## config.mk

```make
export PLATFORM = sky130hd
export DESIGN_NAME = paev_top
export DESIGN_NICKNAME = d
export VERILOG_FILES = /design/src/rtl/paev_compare.v /design/src/rtl/paev_delay.v /design/src/rtl/paev_top.v
export VERILOG_INCLUDE_DIRS = /design/src /design/src/rtl
export SDC_FILE = /design/constraint.sdc
export NUM_CORES = 1
export LEC_CHECK = 0
export BUFFER_PORTS_ARGS = -buffer_cell sky130_fd_sc_hd__buf_2
export CORE_MARGIN = 4
export CORE_UTILIZATION = 50
export CTS_CLUSTER_SIZE = 8
export DETAILED_ROUTE_END_ITERATION = 8
export GPL_TIMING_DRIVEN = 0
export PLACE_DENSITY = 0.67
export SLEW_MARGIN = 5
export SYNTH_ARGS = -nofsm -noshare
export SYNTH_HDL_FRONTEND = slang
export SYNTH_SLANG_ARGS = --single-unit
```

## constraint.sdc

```tcl
create_clock -name ref_clk_i -period 7.85 [get_ports ref_clk_i]
set_clock_uncertainty 0.05 [all_clocks]
set_input_delay 0.3925 -clock ref_clk_i [delete_from_list [all_inputs] [get_ports ref_clk_i]]
set_output_delay 0.3925 -clock ref_clk_i [all_outputs]
set_load 0.005 [all_outputs]
```

## src/rtl/paev_defines.vh

```
// constants for the process alarm evaluator: register map, fields, reset values, timing
`ifndef PAEV_DEFINES_VH
`define PAEV_DEFINES_VH

// ----------------------------------------
// register byte offsets (one word per register)
// ----------------------------------------
`define PAEV_OFF_SETPOINT 12'h000
`define PAEV_OFF_PV 12'h004
`define PAEV_OFF_CTRL 12'h008
`define PAEV_OFF_STATUS 12'h00C
`define PAEV_OFF_MASK 12'h010
`define PAEV_OFF_OUTSEL 12'h014
`define PAEV_OFF_ALSTATE 12'h018
`define PAEV_OFF_CH_BASE 12'h040
`define PAEV_CH_STRIDE 12'h020
`define PAEV_CH_TYPE 12'h000
`define PAEV_CH_VALUE 12'h004
`define PAEV_CH_UPPER 12'h008
`define PAEV_CH_LOWER 12'h00C
`define PAEV_CH_ONDLY 12'h010
`define PAEV_CH_OFFDLY 12'h014

// ----------------------------------------
// sizes and fields
// ----------------------------------------
`define PAEV_NCH 3
`define PAEV_NAUX 3
`define PAEV_VW 16
`define PAEV_DLY_MAX 10'h3E7
`define PAEV_CTRL_RESTART 0
`define PAEV_CTRL_HEATER_VARIANT 1
`define PAEV_OUTSEL_RESET 6'h24

// ----------------------------------------
// alarm type codes
// ----------------------------------------
`define PAEV_T_OFF 5'h00
`define PAEV_T_BAND_OUT 5'h01
`define PAEV_T_UPPER 5'h02
`define PAEV_T_LOWER 5'h03
`define PAEV_T_BAND_IN 5'h04
`define PAEV_T_BAND_OUT_SB 5'h05
`define PAEV_T_UPPER_SB 5'h06
`define PAEV_T_LOWER_SB 5'h07
`define PAEV_T_ABS_HI 5'h08
`define PAEV_T_ABS_LO 5'h09
`define PAEV_T_ABS_HI_SB 5'h0A
`define PAEV_T_ABS_LO_SB 5'h0B
`define PAEV_T_LOOP_BREAK 5'h0C
`define PAEV_T_RATE 5'h0D
`define PAEV_T_LAST 5'h12
`define PAEV_T_RESET 5'h02

// ----------------------------------------
// timing: one second tick at 125 MHz
// ----------------------------------------
`define PAEV_TICK_NS 1000000000
`define PAEV_CLK_NS 8
`define PAEV_TICK_CYCLES (`PAEV_TICK_NS / `PAEV_CLK_NS)

`endif

```

## src/rtl/paev_compare.v

```verilog
// raw alarm condition and standby sequence for one alarm channel
`timescale 1ns/100ps
`include "paev_defines.vh"

module paev_compare (
  input wire ref_clk_i,
  input wire reset_i,
  input wire restart_i,
  input wire [4:0] alarm_type_i,
  input wire signed [15:0] process_value_i,
  input wire signed [15:0] set_point_i,
  input wire signed [15:0] alarm_value_i,
  input wire signed [15:0] upper_dev_i,
  input wire signed [15:0] lower_dev_i,
  input wire ext_alarm_i,
  output wire raw_alarm_o
);

  // ----------------------------------------
  // comparisons, widened so sums never overflow
  // ----------------------------------------
  wire signed [17:0] pv = {{2{process_value_i[15]}}, process_value_i};
  wire signed [17:0] sp = {{2{set_point_i[15]}}, set_point_i};
  wire signed [17:0] xv = {{2{alarm_value_i[15]}}, alarm_value_i};
  wire signed [17:0] hi_lim = sp + {{2{upper_dev_i[15]}}, upper_dev_i};
  wire signed [17:0] lo_lim = sp - {{2{lower_dev_i[15]}}, lower_dev_i};
  wire band_out = (pv > hi_lim) || (pv < lo_lim);
  wire band_in = (pv >= lo_lim) && (pv <= hi_lim);
  wire dev_hi = (pv - sp) >= xv;
  wire dev_lo = (sp - pv) >= xv;
  reg cond;
  reg standby_type;
  reg standby_q;

  always @* begin
    cond = 1'b0;
    standby_type = 1'b0;
    case (alarm_type_i)
      `PAEV_T_BAND_OUT: cond = band_out; // [RULE5]
      `PAEV_T_UPPER: cond = dev_hi; // [RULE7]
      `PAEV_T_LOWER: cond = dev_lo; // [RULE8]
      `PAEV_T_BAND_IN: cond = band_in; // [RULE6]
      `PAEV_T_BAND_OUT_SB: begin
        cond = band_out; // [RULE9]
        standby_type = 1'b1;
      end
      `PAEV_T_UPPER_SB: begin
        cond = dev_hi; // [RULE10]
        standby_type = 1'b1;
      end
      `PAEV_T_LOWER_SB: begin
        cond = dev_lo; // [RULE10]
        standby_type = 1'b1;
      end
      `PAEV_T_ABS_HI: cond = pv > xv; // [RULE11]
      `PAEV_T_ABS_LO: cond = pv < xv; // [RULE12]
      `PAEV_T_ABS_HI_SB: begin
        cond = pv > xv; // [RULE13]
        standby_type = 1'b1;
      end
      `PAEV_T_ABS_LO_SB: begin
        cond = pv < xv; // [RULE13]
        standby_type = 1'b1;
      end
      // loop break and change rate are judged outside, brought in as a level
      `PAEV_T_LOOP_BREAK: cond = ext_alarm_i; // [RULE14]
      `PAEV_T_RATE: cond = ext_alarm_i; // [RULE15]
      default: cond = 1'b0; // [RULE1]
    endcase
  end

  // ----------------------------------------
  // standby: armed at reset or restart, released once pv is seen safe
  // ----------------------------------------
  always @(posedge ref_clk_i) begin
    if (reset_i || restart_i) begin
      standby_q <= 1'b1; // [RULE17]
    end else if (!cond) begin
      standby_q <= 1'b0; // [RULE17]
    end
  end

  assign raw_alarm_o = cond && !(standby_type && standby_q);

endmodule // paev_compare

```

## src/rtl/paev_delay.v

```verilog
// on and off delay filter in whole seconds for one alarm output
`timescale 1ns/100ps
`include "paev_defines.vh"

module paev_delay (
  input wire ref_clk_i,
  input wire reset_i,
  input wire tick_i,
  input wire raw_i,
  input wire [9:0] on_delay_i,
  input wire [9:0] off_delay_i,
  output wire alarm_o
);

  reg out_q;
  reg [9:0] cnt_q;

  // ----------------------------------------
  // counter restarts whenever raw agrees with the output
  // ----------------------------------------
  wire [9:0] limit = out_q ? off_delay_i : on_delay_i;

  always @(posedge ref_clk_i) begin
    if (reset_i) begin
      out_q <= 1'b0;
      cnt_q <= 10'h000;
    end else if (raw_i == out_q) begin
      cnt_q <= 10'h000; // [RULE18]
    end else if (cnt_q >= limit) begin
      out_q <= raw_i; // [RULE2] [RULE18]
      cnt_q <= 10'h000;
    end else if (tick_i) begin
      cnt_q <= cnt_q + 10'h001;
    end
  end

  assign alarm_o = out_q;

endmodule // paev_delay

```

## src/rtl/paev_top.v

```verilog
// process alarm evaluator: apb registers, alarm channels, delays, output routing
//
// Contract
// RULE1: nineteen types per channel, default two, zero off
// RULE2: on and off delays, 0 to 999 s
// RULE3: output assignment selects alarm per aux output
// RULE4: heater variant: alarm 1 heater unless assigned
// RULE5: type 1 alarms outside deviation band
// RULE6: type 4 alarms inside deviation band
// RULE7: type 2 alarms pv above sp by x
// RULE8: type 3 alarms pv below sp by x
// RULE9: type 5 is type 1 with standby
// RULE10: types 6, 7 deviation alarms with standby
// RULE11: type 8 alarms pv above x
// RULE12: type 9 alarms pv below x
// RULE13: types 10, 11 absolute alarms with standby
// RULE14: type 12 loop break, channel 1 only
// RULE15: type 13 selects change rate alarm
// RULE16: separate upper and lower deviation per alarm
// RULE17: standby suppresses until pv first seen safe
// RULE18: output follows raw only after held for delay
`timescale 1ns/100ps
`include "paev_defines.vh"

module paev_top (
  input wire ref_clk_i,
  input wire reset_i,
  input wire psel_i,
  input wire penable_i,
  input wire pwrite_i,
  input wire [11:0] paddr_i,
  input wire [31:0] pwdata_i,
  output wire pready_o,
  output reg [31:0] prdata_o,
  output wire pslverr_o,
  input wire [15:0] process_value_i,
  input wire process_value_valid_i,
  input wire heater_alarm_i,
  input wire loop_break_alarm_i,
  input wire [2:0] rate_alarm_i,
  output reg [2:0] aux_out_o,
  output wire irq_o
);

  localparam NCH = `PAEV_NCH;
  // the divide is done at 32 bits, then cut to the counter width
  localparam [31:0] TICK_LAST_W = `PAEV_TICK_CYCLES - 1;
  localparam [26:0] TICK_LAST = TICK_LAST_W[26:0];

  // ----------------------------------------
  // address decode helpers
  // ----------------------------------------
  function ch_hit;
    input [11:0] addr;
    input [11:0] field;
    input integer ch;
    begin
      ch_hit = (addr == (`PAEV_OFF_CH_BASE + `PAEV_CH_STRIDE * ch[11:0] + field));
    end
  endfunction

  // legal type for a channel: loop break only on channel 0
  function type_ok;
    input [4:0] t;
    input integer ch;
    begin
      type_ok = (t <= `PAEV_T_LAST) && !(t == `PAEV_T_LOOP_BREAK && ch != 0); // [RULE1] [RULE14]
    end
  endfunction

  // delays beyond 999 s clamp to 999 rather than wrapping to a short delay
  function [9:0] dly_clamp;
    input [31:0] v;
    begin
      dly_clamp = (v > {22'h000000, `PAEV_DLY_MAX}) ? `PAEV_DLY_MAX : v[9:0]; // [RULE2]
    end
  endfunction

  // strobe qualified by one shared register address
  function reg_hit;
    input strobe;
    input [11:0] addr;
    input [11:0] target;
    begin
      reg_hit = strobe && (addr == target);
    end
  endfunction

  // ----------------------------------------
  // shared registers
  // ----------------------------------------
  reg [15:0] set_point_q;
  reg [15:0] pv_q;
  reg [1:0] ctrl_q;
  reg [2:0] status_q;
  reg [2:0] mask_q;
  reg [5:0] outsel_q;
  reg [26:0] tick_cnt_q;
  reg tick_q;
  reg [2:0] alarm_prev_q;

  wire wr = psel_i && penable_i && pwrite_i;
  wire rd = psel_i && penable_i && !pwrite_i;
  wire [2:0] alarm_w;
  wire [2:0] raw_w;
  reg [31:0] rdata_d;
  reg hit_d;

  // every register answers at once, so no transfer ever waits
  assign pready_o = 1'b1;

  // ----------------------------------------
  // per channel registers and datapath
  // ----------------------------------------
  reg [4:0] type_q [0:NCH-1];
  reg [15:0] value_q [0:NCH-1];
  reg [15:0] upper_q [0:NCH-1];
  reg [15:0] lower_q [0:NCH-1];
  reg [9:0] ondly_q [0:NCH-1];
  reg [9:0] offdly_q [0:NCH-1];

  genvar g;
  generate
    for (g = 0; g < NCH; g = g + 1) begin : g_ch
      always @(posedge ref_clk_i) begin
        if (reset_i) begin
          type_q[g] <= `PAEV_T_RESET; // [RULE1]
          value_q[g] <= 16'h0000;
          upper_q[g] <= 16'h0000;
          lower_q[g] <= 16'h0000;
          ondly_q[g] <= 10'h000;
          offdly_q[g] <= 10'h000;
        end else if (wr) begin
          // an illegal type write is dropped, the old type stays
          if (ch_hit(paddr_i, `PAEV_CH_TYPE, g) && type_ok(pwdata_i[4:0], g) && pwdata_i[31:5] == 27'h0) begin
            type_q[g] <= pwdata_i[4:0]; // [RULE1] [RULE14]
          end
          if (ch_hit(paddr_i, `PAEV_CH_VALUE, g)) begin
            value_q[g] <= pwdata_i[15:0];
          end
          if (ch_hit(paddr_i, `PAEV_CH_UPPER, g)) begin
            upper_q[g] <= pwdata_i[15:0]; // [RULE16]
          end
          if (ch_hit(paddr_i, `PAEV_CH_LOWER, g)) begin
            lower_q[g] <= pwdata_i[15:0]; // [RULE16]
          end
          if (ch_hit(paddr_i, `PAEV_CH_ONDLY, g)) begin
            ondly_q[g] <= dly_clamp(pwdata_i); // [RULE2]
          end
          if (ch_hit(paddr_i, `PAEV_CH_OFFDLY, g)) begin
            offdly_q[g] <= dly_clamp(pwdata_i); // [RULE2]
          end
        end
      end

      // loop break reaches channel 0 only; each channel has its own rate level
      paev_compare u_cmp (
        .ref_clk_i(ref_clk_i),
        .reset_i(reset_i),
        .restart_i(ctrl_q[`PAEV_CTRL_RESTART]),
        .alarm_type_i(type_q[g]),
        .process_value_i(pv_q),
        .set_point_i(set_point_q),
        .alarm_value_i(value_q[g]),
        .upper_dev_i(upper_q[g]),
        .lower_dev_i(lower_q[g]),
        .ext_alarm_i(g == 0 && type_q[g] == `PAEV_T_LOOP_BREAK ? loop_break_alarm_i : rate_alarm_i[g]),
        .raw_alarm_o(raw_w[g])
      );

      paev_delay u_dly (
        .ref_clk_i(ref_clk_i),
        .reset_i(reset_i),
        .tick_i(tick_q),
        .raw_i(raw_w[g]),
        .on_delay_i(ondly_q[g]),
        .off_delay_i(offdly_q[g]),
        .alarm_o(alarm_w[g])
      );
    end
  endgenerate

  // ----------------------------------------
  // shared register writes and events
  // ----------------------------------------
  // events are rising edges of the delayed alarms, not of the raw conditions
  wire [2:0] rise = alarm_w & ~alarm_prev_q;
  wire status_rd = reg_hit(rd, paddr_i, `PAEV_OFF_STATUS);

  always @(posedge ref_clk_i) begin
    if (reset_i) begin
      set_point_q <= 16'h0000;
      pv_q <= 16'h0000;
      ctrl_q <= 2'h0;
      mask_q <= 3'h0;
      outsel_q <= `PAEV_OUTSEL_RESET;
      status_q <= 3'h0;
      alarm_prev_q <= 3'h0;
    end else begin
      if (reg_hit(wr, paddr_i, `PAEV_OFF_SETPOINT)) begin
        set_point_q <= pwdata_i[15:0];
      end
      if (process_value_valid_i) begin
        pv_q <= process_value_i;
      end
      // restart bit self-clears after one cycle
      if (reg_hit(wr, paddr_i, `PAEV_OFF_CTRL)) begin
        ctrl_q <= pwdata_i[1:0];
      end else begin
        ctrl_q[`PAEV_CTRL_RESTART] <= 1'b0;
      end
      if (reg_hit(wr, paddr_i, `PAEV_OFF_MASK)) begin
        mask_q <= pwdata_i[2:0];
      end
      if (reg_hit(wr, paddr_i, `PAEV_OFF_OUTSEL)) begin
        outsel_q <= pwdata_i[5:0]; // [RULE3]
      end
      // only the bits latched for the reader are cleared, so a rise after the
      // setup phase, or in the read cycle itself, is not lost
      status_q <= (status_q & ~(status_rd ? prdata_o[2:0] : 3'h0)) | rise;
      alarm_prev_q <= alarm_w;
    end
  end

  // ----------------------------------------
  // one second tick for the delay counters
  // ----------------------------------------
  // free running, so the first second of a delay may be short by up to one tick
  always @(posedge ref_clk_i) begin
    if (reset_i) begin
      tick_cnt_q <= 27'h0000000;
      tick_q <= 1'b0;
    end else if (tick_cnt_q == TICK_LAST) begin
      tick_cnt_q <= 27'h0000000;
      tick_q <= 1'b1;
    end else begin
      tick_cnt_q <= tick_cnt_q + 27'h0000001;
      tick_q <= 1'b0;
    end
  end

  assign irq_o = |(status_q & mask_q);

  // ----------------------------------------
  // output routing: 2 bits per aux output, 0 off, 1..3 alarm channel
  // ----------------------------------------
  function route_sel;
    input [1:0] sel;
    input [2:0] al;
    begin
      case (sel)
        2'h0: route_sel = 1'b0;
        2'h1: route_sel = al[0];
        2'h2: route_sel = al[1];
        2'h3: route_sel = al[2];
        default: route_sel = 1'b0;
      endcase
    end
  endfunction

  // on heater variants, aux output 0 carries the heater alarm until it is assigned to alarm 1
  wire hv = ctrl_q[`PAEV_CTRL_HEATER_VARIANT];
  wire [2:0] aux_d;

  genvar a;
  generate
    for (a = 0; a < `PAEV_NAUX; a = a + 1) begin : g_aux
      wire heat = (a == 0) && hv && (outsel_q[1:0] != 2'h1) && heater_alarm_i; // [RULE4]
      assign aux_d[a] = route_sel(outsel_q[2*a+1:2*a], alarm_w) | heat; // [RULE3]
    end
  endgenerate

  always @(posedge ref_clk_i) begin
    if (reset_i) begin
      aux_out_o <= 3'h0;
    end else begin
      aux_out_o <= aux_d; // [RULE3] [RULE4]
    end
  end

  // ----------------------------------------
  // read mux
  // ----------------------------------------
  // the mux is combinational; the flop below holds its word for the access phase
  integer i;
  always @* begin
    rdata_d = 32'h00000000;
    hit_d = 1'b1;
    case (paddr_i)
      `PAEV_OFF_SETPOINT: rdata_d = {16'h0000, set_point_q};
      `PAEV_OFF_PV: rdata_d = {16'h0000, pv_q};
      `PAEV_OFF_CTRL: rdata_d = {30'h00000000, ctrl_q};
      `PAEV_OFF_STATUS: rdata_d = {29'h00000000, status_q};
      `PAEV_OFF_MASK: rdata_d = {29'h00000000, mask_q};
      `PAEV_OFF_OUTSEL: rdata_d = {26'h0000000, outsel_q};
      `PAEV_OFF_ALSTATE: rdata_d = {26'h0000000, raw_w, alarm_w};
      default: begin
        // channel windows: an address in none of them reads zero
        hit_d = 1'b0;
        for (i = 0; i < NCH; i = i + 1) begin
          if (ch_hit(paddr_i, `PAEV_CH_TYPE, i)) begin
            rdata_d = {27'h0000000, type_q[i]};
            hit_d = 1'b1;
          end
          if (ch_hit(paddr_i, `PAEV_CH_VALUE, i)) begin
            rdata_d = {16'h0000, value_q[i]};
            hit_d = 1'b1;
          end
          if (ch_hit(paddr_i, `PAEV_CH_UPPER, i)) begin
            rdata_d = {16'h0000, upper_q[i]};
            hit_d = 1'b1;
          end
          if (ch_hit(paddr_i, `PAEV_CH_LOWER, i)) begin
            rdata_d = {16'h0000, lower_q[i]};
            hit_d = 1'b1;
          end
          if (ch_hit(paddr_i, `PAEV_CH_ONDLY, i)) begin
            rdata_d = {22'h000000, ondly_q[i]};
            hit_d = 1'b1;
          end
          if (ch_hit(paddr_i, `PAEV_CH_OFFDLY, i)) begin
            rdata_d = {22'h000000, offdly_q[i]};
            hit_d = 1'b1;
          end
        end
      end
    endcase
  end

  // ----------------------------------------
  // read data flop
  // ----------------------------------------
  // the word is latched at the end of the setup phase, so prdata comes from a
  // flop and the access phase still needs no wait state
  always @(posedge ref_clk_i) begin
    if (reset_i) begin
      prdata_o <= 32'h00000000;
    end else if (psel_i && !penable_i) begin
      prdata_o <= rdata_d;
    end
  end

  // unmapped addresses answer with an error; a refused type code does not
  assign pslverr_o = psel_i && penable_i && !hit_d;

endmodule // paev_top

```

Word level (Yosys, flattened, before mapping)
Memories as Yosys holds them, arrays and structs flattened.
Index checks and enable logic that the tools add are counted.
Word-level totals
  register bits: 148
  RAM bits: 219
  word-level logic and storage cells: 396
  bits of input ports: 71
  memories kept: 6
Memory list
  lower_q: words 3, bits a word 16, read ports 3, clocked after memory_dff 0, wr ports 3, RTL line paev_top.v:118  | reg [15:0] lower_q [0:NCH-1];
  upper_q: words 3, bits a word 16, read ports 3, clocked after memory_dff 0, wr ports 3, RTL line paev_top.v:117  | reg [15:0] upper_q [0:NCH-1];
  value_q: words 3, bits a word 16, read ports 3, clocked after memory_dff 0, wr ports 3, RTL line paev_top.v:116  | reg [15:0] value_q [0:NCH-1];
  offdly_q: words 3, bits a word 10, read ports 3, clocked after memory_dff 0, wr ports 3, RTL line paev_top.v:120  | reg [9:0] offdly_q [0:NCH-1];
  ondly_q: words 3, bits a word 10, read ports 3, clocked after memory_dff 0, wr ports 3, RTL line paev_top.v:119  | reg [9:0] ondly_q [0:NCH-1];
  type_q: words 3, bits a word 5, read ports 3, clocked after memory_dff 0, wr ports 3, RTL line paev_top.v:115  | reg [4:0] type_q [0:NCH-1];
Operators by class
  bitwise operators: 29
  equality and inequality tests: 78
  muxes and demuxes: 146
  reductions and logical operators: 75
  $lt $le $gt $ge: 29
  $add $sub $neg: 12
Operator list (number)
  2-to-1 mux 32 bit: 16
  case mux 32 bit (7 select lines): 1
  2-to-1 mux 16 bit: 10
  == test 12 x 7 -> 1 bit (second input constant): 12
  greater-or-equal comparator 17 x 16 -> 1 bit: 6
  2-to-1 mux 10 bit: 10
  2-to-1 mux 1 bit: 98
  == test 5 x 4 -> 1 bit (second input constant): 19
  subtractor 16 x 16 -> 17 bit: 5
  == test 12 x 8 -> 1 bit (second input constant): 6
  == test 5 x 3 -> 1 bit (second input constant): 12
  adder 16 x 16 -> 17 bit: 3
  greater-or-equal comparator 16 x 17 -> 1 bit: 3
  > comparator 16 x 17 -> 1 bit: 3
  <= comparator 16 x 17 -> 1 bit: 3
  < comparator 16 x 17 -> 1 bit: 3
  > comparator 16 bit: 3
  < comparator 16 bit: 3
  OR reduction 2 bit: 20
  == test 12 x 5 -> 1 bit (second input constant): 3
  > comparator 32 x 10 -> 1 bit (second input constant): 1
  adder 10 x 1 -> 10 bit (second input constant): 3
  == test 5 x 2 -> 1 bit (second input constant): 6
  greater-or-equal comparator 10 bit: 3
  29 further kinds: 117

Depth between registers and ports, before layout
  word-level depth: 22
  mapped depth: 22

By module
Synthesis repeated with hierarchy kept, for this count alone.
Second synthesis, totals
  cells, all modules: 3842
  area, all modules: 33198.1 µm²
By module, submodules not included
  paev_top: area an instance 15313.4 µm², seq. area each 8498.2 µm², cells each 1469, times used 1
  paev_compare at g_ch[1].u_cmp ...: area an instance 5173.7 µm², seq. area each 20.0 µm², cells each 708, times used 2
  paev_compare at g_ch[0].u_cmp: area an instance 5142.4 µm², seq. area each 20.0 µm², cells each 693, times used 1
  paev_delay: area an instance 798.3 µm², seq. area each 220.2 µm², cells each 88, times used 3

Worst setup path before layout
No wires, ideal clock.
  path type: flip-flop to flip-flop
  from: reg set_point_q[1]
  to: reg g_ch[1].u_dly.cnt_q[0]
  data required time: 7.679 ns
  setup slack: 2.785 ns
  arrival: 4.894 ns
  path buffers: 1
  cell stages (with the launch flop): 20
  path through: dfxtp_1 > inv_1 > fa_1 > a21o_1 > a21oi_1 > o21bai_1 > a21oi_1 > o21ai_0 > a21oi_1 > o21bai_1 > xor2_1 > ha_1 > a21o_1 > a2111o_1 > a2111oi_2 > a211o_1 > o211ai_1 > o31a_1 > buf_6 > mux2_4
Between the ends
  cells in the longest elaborated chain, start to end: 7
RTL lines
  start, declared: RTL line paev_top.v:92  | reg [15:0] set_point_q;
  start signal, assigned: RTL line paev_top.v:201  | set_point_q <= pwdata_i[15:0];
  adder 16 x 16 -> 17 bit or subtractor 16 x 16 -> 17 bit (tied branches): RTL line paev_compare.v:25, paev_compare.v:26
  > comparator 16 x 17 -> 1 bit, or another cell as far along: RTL line paev_compare.v:27  | wire band_out = (pv > hi_lim) || (pv < lo_lim);
  logical OR 1 bit or logical AND 1 bit (tied branches): RTL line paev_compare.v:27, paev_compare.v:28
  case mux 1 bit (7 select lines) *: RTL line paev_compare.v:38  | case (alarm_type_i)
  logical AND 1 bit *: RTL line paev_compare.v:83  | assign raw_alarm_o = cond && !(standby_type && standby_q);
  == test 1 bit *: RTL line paev_delay.v:27  | end else if (raw_i == out_q) begin
  OR reduction 3 bit (no line) *
  end signal, assigned: RTL line paev_delay.v:33  | cnt_q <= cnt_q + 10'h001;
  end, declared: RTL line paev_delay.v:16  | reg [9:0] cnt_q;
Mark *: on every way between the ends. The rest lies on a longest branch, timed or not.
A chain may end at the register's enable or synchronous reset.

Worst setup path after layout
  from: reg set_point_q[1]
  to: reg prdata_o[4]
Between the ends
  cells in the longest elaborated chain, start to end: 6
RTL lines
  adder 16 x 16 -> 17 bit or subtractor 16 x 16 -> 17 bit (tied branches): RTL line paev_compare.v:25, paev_compare.v:26
  > comparator 16 x 17 -> 1 bit, or another cell as far along: RTL line paev_compare.v:27
  logical OR 1 bit or logical AND 1 bit (tied branches): RTL line paev_compare.v:27, paev_compare.v:28
  case mux 1 bit (7 select lines) *: RTL line paev_compare.v:38
  logical AND 1 bit *: RTL line paev_compare.v:83
  case mux 32 bit (7 select lines) *: RTL line paev_top.v:289  | case (paddr_i)
  end signal, assigned: RTL line paev_top.v:339  | prdata_o <= rdata_d;
  end, declared: RTL line paev_top.v:34  | output reg [31:0] prdata_o,
Marked as above.

==> flow_summary_export.csv <==
group,metric,value,unit
sta,finalCritPeriodShare,96.06,%
global_routing,globalRouteTotalUtil,35.75,%
sta,slew_violations,0,
flow_run,max-cap-violations,0,
layout,drive_gt1_share,6.936,%
clock_tree,insertion_delay,0.61,ns
global_routing,grt_pass1_wl,171400,um
route,vias_per_cell,6.462,
placed_design,dp_hpwl,89270,um
yosys,syn_area,0.03007,mm^2
yosys,synth.distinct_cells,98,
setup_path,worst_ep_arrival_time,7.94,ns
global_routing,antenna_found_initial,3,
min_path,min_path_type,"in -> reg",
route,drtPass1Iterations,6,
sta,holdWs,0.04269,ns
placed_design,gp_congestion,1.023,
sta,timing.final.crit_period,7.541,ns
clock_tree,cts_htree_levels,2,
sta,worstMarginPinSlew,1.416,ns
yosys,synth-edff-count,219,
route,final_antenna_net_count,0,
global_routing,grt_overflow_total,0,
setup_path,required,8.25,ns
route,drc,0,
die,die_h,253.2,um
layout,antenna_cells,0,
yosys,synth-seq-area-share,30.66,%
setup_path,cp_max_fo,14,
sta,setup-tns-final,0,ns
route,wl,117700,um
power,swShare,30.99,%
power,power_leakage,14.14,nW
clock_tree,clockBufferDepth,3,
clock_tree,cts_sinks,351,
yosys,synth_cells,3411,
yosys,yosysWarnings,0,
setup_path,r2r_cells,18,
setup_path,path_class,"reg -> reg",
sta,hold_viol_final,0,
power,clock_power_share,39.8,%
global_routing,grt_pass1_vias,26250,
outcome,status,"complete, no violations",
setup_path,crit_path_start_kind,"flip-flop",
setup_path,crit_path_end_kind,"flip-flop",
setup_path,worstSetupStartpoint,"set_point_q[1]",
sta,slew_headroom,5.476,%
die,die_width,253.2,um
yosys,ys_ff_latch,351,
route,vias,28380,
power,p_int,3.609,mW
die,fp.dieArea,0.06413,mm^2
die,ioPinCount,109,
die,start_util,50.76,%
layout,area_growth,10.42,%
setup_path,reg2reg_to,"prdata_o[4]",
clock_tree,cts_tree,"yes",
die,coreArea,0.05924,mm^2
setup_path,ff2ff_setup_slack,0.31,ns
min_path,hp-start,"process_value_i[11]",
yosys,synthFlopType,"edfxtp_1",
power,p_per_area,157.5,mW/mm^2
layout,final_nets,4072,
global_routing,grt_max_degree,20,
power,seqPwrFrac,41.2,%
yosys,synthArstFlopShare,0,%
clock_tree,cts_inserted_buffers,50,
sta,setup_viol,0,
min_path,min_delay_path_depth,3,
yosys,syn_area_per_cell,8.816,um^2
power,switchingPower,1.621,mW
placed_design,io_buffers,86,
sta,fmax,132.6,MHz
power,ir_drop,0.1476,mV
clock_tree,cts_root_buf,"clkbuf_16",
route,routedWlPerCell,26.79,um
power,power_frac_comb,18.9,%
setup_path,r2r_start,"set_point_q[1]",
sta,rsz0062_at_grt,"false",
die,row_count,89,
layout,n_fill_cell,5511,
clock_tree,ctsResizeCount,0,
route,drt_iter0_markers,3671,
clock_tree,path_clk_slew,0.05,ns
min_path,hold_end,"pv_q[11]",
[cell type report]
cell class	instances	area (um^2)	area share (%)
Clock inverter	4	61.31	0.1846
Multi-Input combinational cell	2689	19390	58.39
Inverter	222	833.3	2.510
Buffer	164	720.7	2.171
Sequential cell	351	9219	27.76
Timing Repair Buffer	104	611.8	1.843
Tap cell	773	967.2	2.913
Clock buffer	85	1403	4.224
[synth_stat cells (all sizes together), types with 13 or more instances]
library cell | instances | area (um^2)
a211oi | 34 | 255.2
a21o | 46 | 345.3
a21oi | 210 | 1055
a221oi | 17 | 148.9
a22oi | 37 | 277.8
a31oi | 30 | 187.7
and2 | 81 | 506.7
and3 | 116 | 725.7
buf | 48 | 285.3
clkbuf | 116 | 435.4
dfxtp | 132 | 2643
edfxtp | 219 | 6576
ha | 411 | 5142
inv | 220 | 825.8
mux2i | 85 | 850.8
nand2 | 232 | 878.3
nand2b | 36 | 225.2
nand3 | 136 | 680.7
nand4 | 50 | 312.8
nor2 | 305 | 1155
nor2b | 52 | 325.3
nor3 | 69 | 366.6
nor4 | 30 | 281.5
nor4b | 17 | 178.9
o2111ai | 13 | 113.9
o211ai | 50 | 375.4
o21a | 25 | 187.7
o21ai | 142 | 714.4
o21bai | 19 | 142.6
o221ai | 13 | 113.9
o22ai | 14 | 87.58
o31ai | 19 | 142.6
or2 | 20 | 125.1
or3 | 24 | 150.1
xnor2 | 69 | 604.3
xor2 | 78 | 683.2
[metrics by stage]
step	util (%)	setup slack (ns)	instance area, um^2	power [mW]	instances
2_1_floorplan	-	2.785	30130	2.768	3426
3_3_place_gp	53.21	0.6089	31520	3.125	4285
3_5_place_dp	53.33	0.5732	31590	3.141	4289
4_1_cts	56.04	0.5489	33200	5.191	4392
5_1_grt	56.05	0.2418	33200	5.399	4392
6_report	56.05	0.3090	33200	5.230	4392
[routing by layer]
metal  up-vias  share of wire (%)  global-route usage [%]
li1      12950                  -                       -
met1     13450                 40                   48.80
met2      1650                 43                   55.41
met3       337                 10                   5.690
met4         2                6.1                   17.56
met5         -              0.011                       0
[worst max-delay path by stage]
| stage | end | slack [ns] | cells past startpoint |
|---|---|---|---|
| after global placement | g_ch[1].u_dly.cnt_q[7] | 0.61 | 19 |
| after floorplan | g_ch[1].u_dly.cnt_q[0] | 2.79 | 19 |
| after global routing | prdata_o[4] | 0.24 | 18 |
| final | prdata_o[4] | 0.31 | 18 |
| after detailed placement | g_ch[1].u_dly.cnt_q[7] | 0.57 | 19 |
| after CTS | g_ch[1].u_dly.cnt_q[7] | 0.55 | 19 |
[cells by family after synthesis]
group / after synthesis / synth area share (%)
DFF: 351 / 30.66
AOI/OAI and AO/OA: 785 / 17.39
buffers and inverters: 386 / 5.168
other: 2 / 0.02497
xor gates and xnor gates: 147 / 4.282
and+or+nand+nor: 1219 / 21.14
adders and majority gates: 419 / 17.63
muxes: 102 / 3.703
[power groups by stage]
stage	registers [mW]	clock network, mW	logic [mW]
2_1_floorplan	2.11	0	0.661
3_3_place_gp	2.19	0	0.938
3_5_place_dp	2.19	0	0.955
4_1_cts	2.15	2.07	0.968
5_1_grt	2.15	2.15	1.09
6_report	2.16	2.08	0.991
[sequential cells by signal, summed over array words and instances, names as in the netlist]
signal and flops:
lower_q 48, upper_q 48, value_q 48, g_ch.u_dly.cnt_q 30
offdly_q 30, ondly_q 30, tick_cnt_q 27, prdata_o 16
pv_q 16, set_point_q 16, type_q 15, outsel_q 6
alarm_prev_q 3, aux_out_o 3, g_ch.u_cmp.standby_q 3, g_ch.u_dly.alarm_o 3
mask_q 3, status_q 3, ctrl_q 2, tick_q 1
[timing repair]
action                     4_1_cts  5_1_grt
hold buffers                    14        0
hold endpoints to repair        14        0
setup endpoints to repair        0        0
setup buffers                    0        0
[critical path: stages, from the launching register on]
cell and delay (ns):
dfxtp_1 1.22, inv_1 0.72, fa_1 0.66, a21o_1 0.19
a21oi_1 0.38, o21bai_1 0.12, a21oi_1 0.29, o21ai_0 0.26
a21oi_1 0.27, o21bai_1 0.12, xor2_1 0.32, ha_1 0.32
a21o_1 0.16, a2111o_1 0.45, a2111oi_2 0.42, a211o_1 0.19
o211ai_1 0.22, o31ai_1 0.85, a21oi_1 0.14
[layout by cell type (no fill, tap or decap), types with 25 or more instances in the layout]
cell / n
ha_1: 411
nor2_1: 303
nand2_1: 231
inv_1: 220
edfxtp_1: 219
a21oi_1: 209
clkbuf_1: 149
nand3_1: 136
dfxtp_1: 132
o21ai_0: 116
and3_1: 116
buf_2: 104
mux2i_1: 85
and2_1: 81
xor2_1: 78
xnor2_1: 69
nor3_1: 65
nor2b_1: 52
o211ai_1: 50
nand4_1: 50
clkbuf_16: 50
a21o_1: 46
a22oi_1: 37
nand2b_1: 36
a211oi_1: 34
a31oi_1: 30
o21a_1: 25
Note: power is estimated with default switching activity, not from simulation.
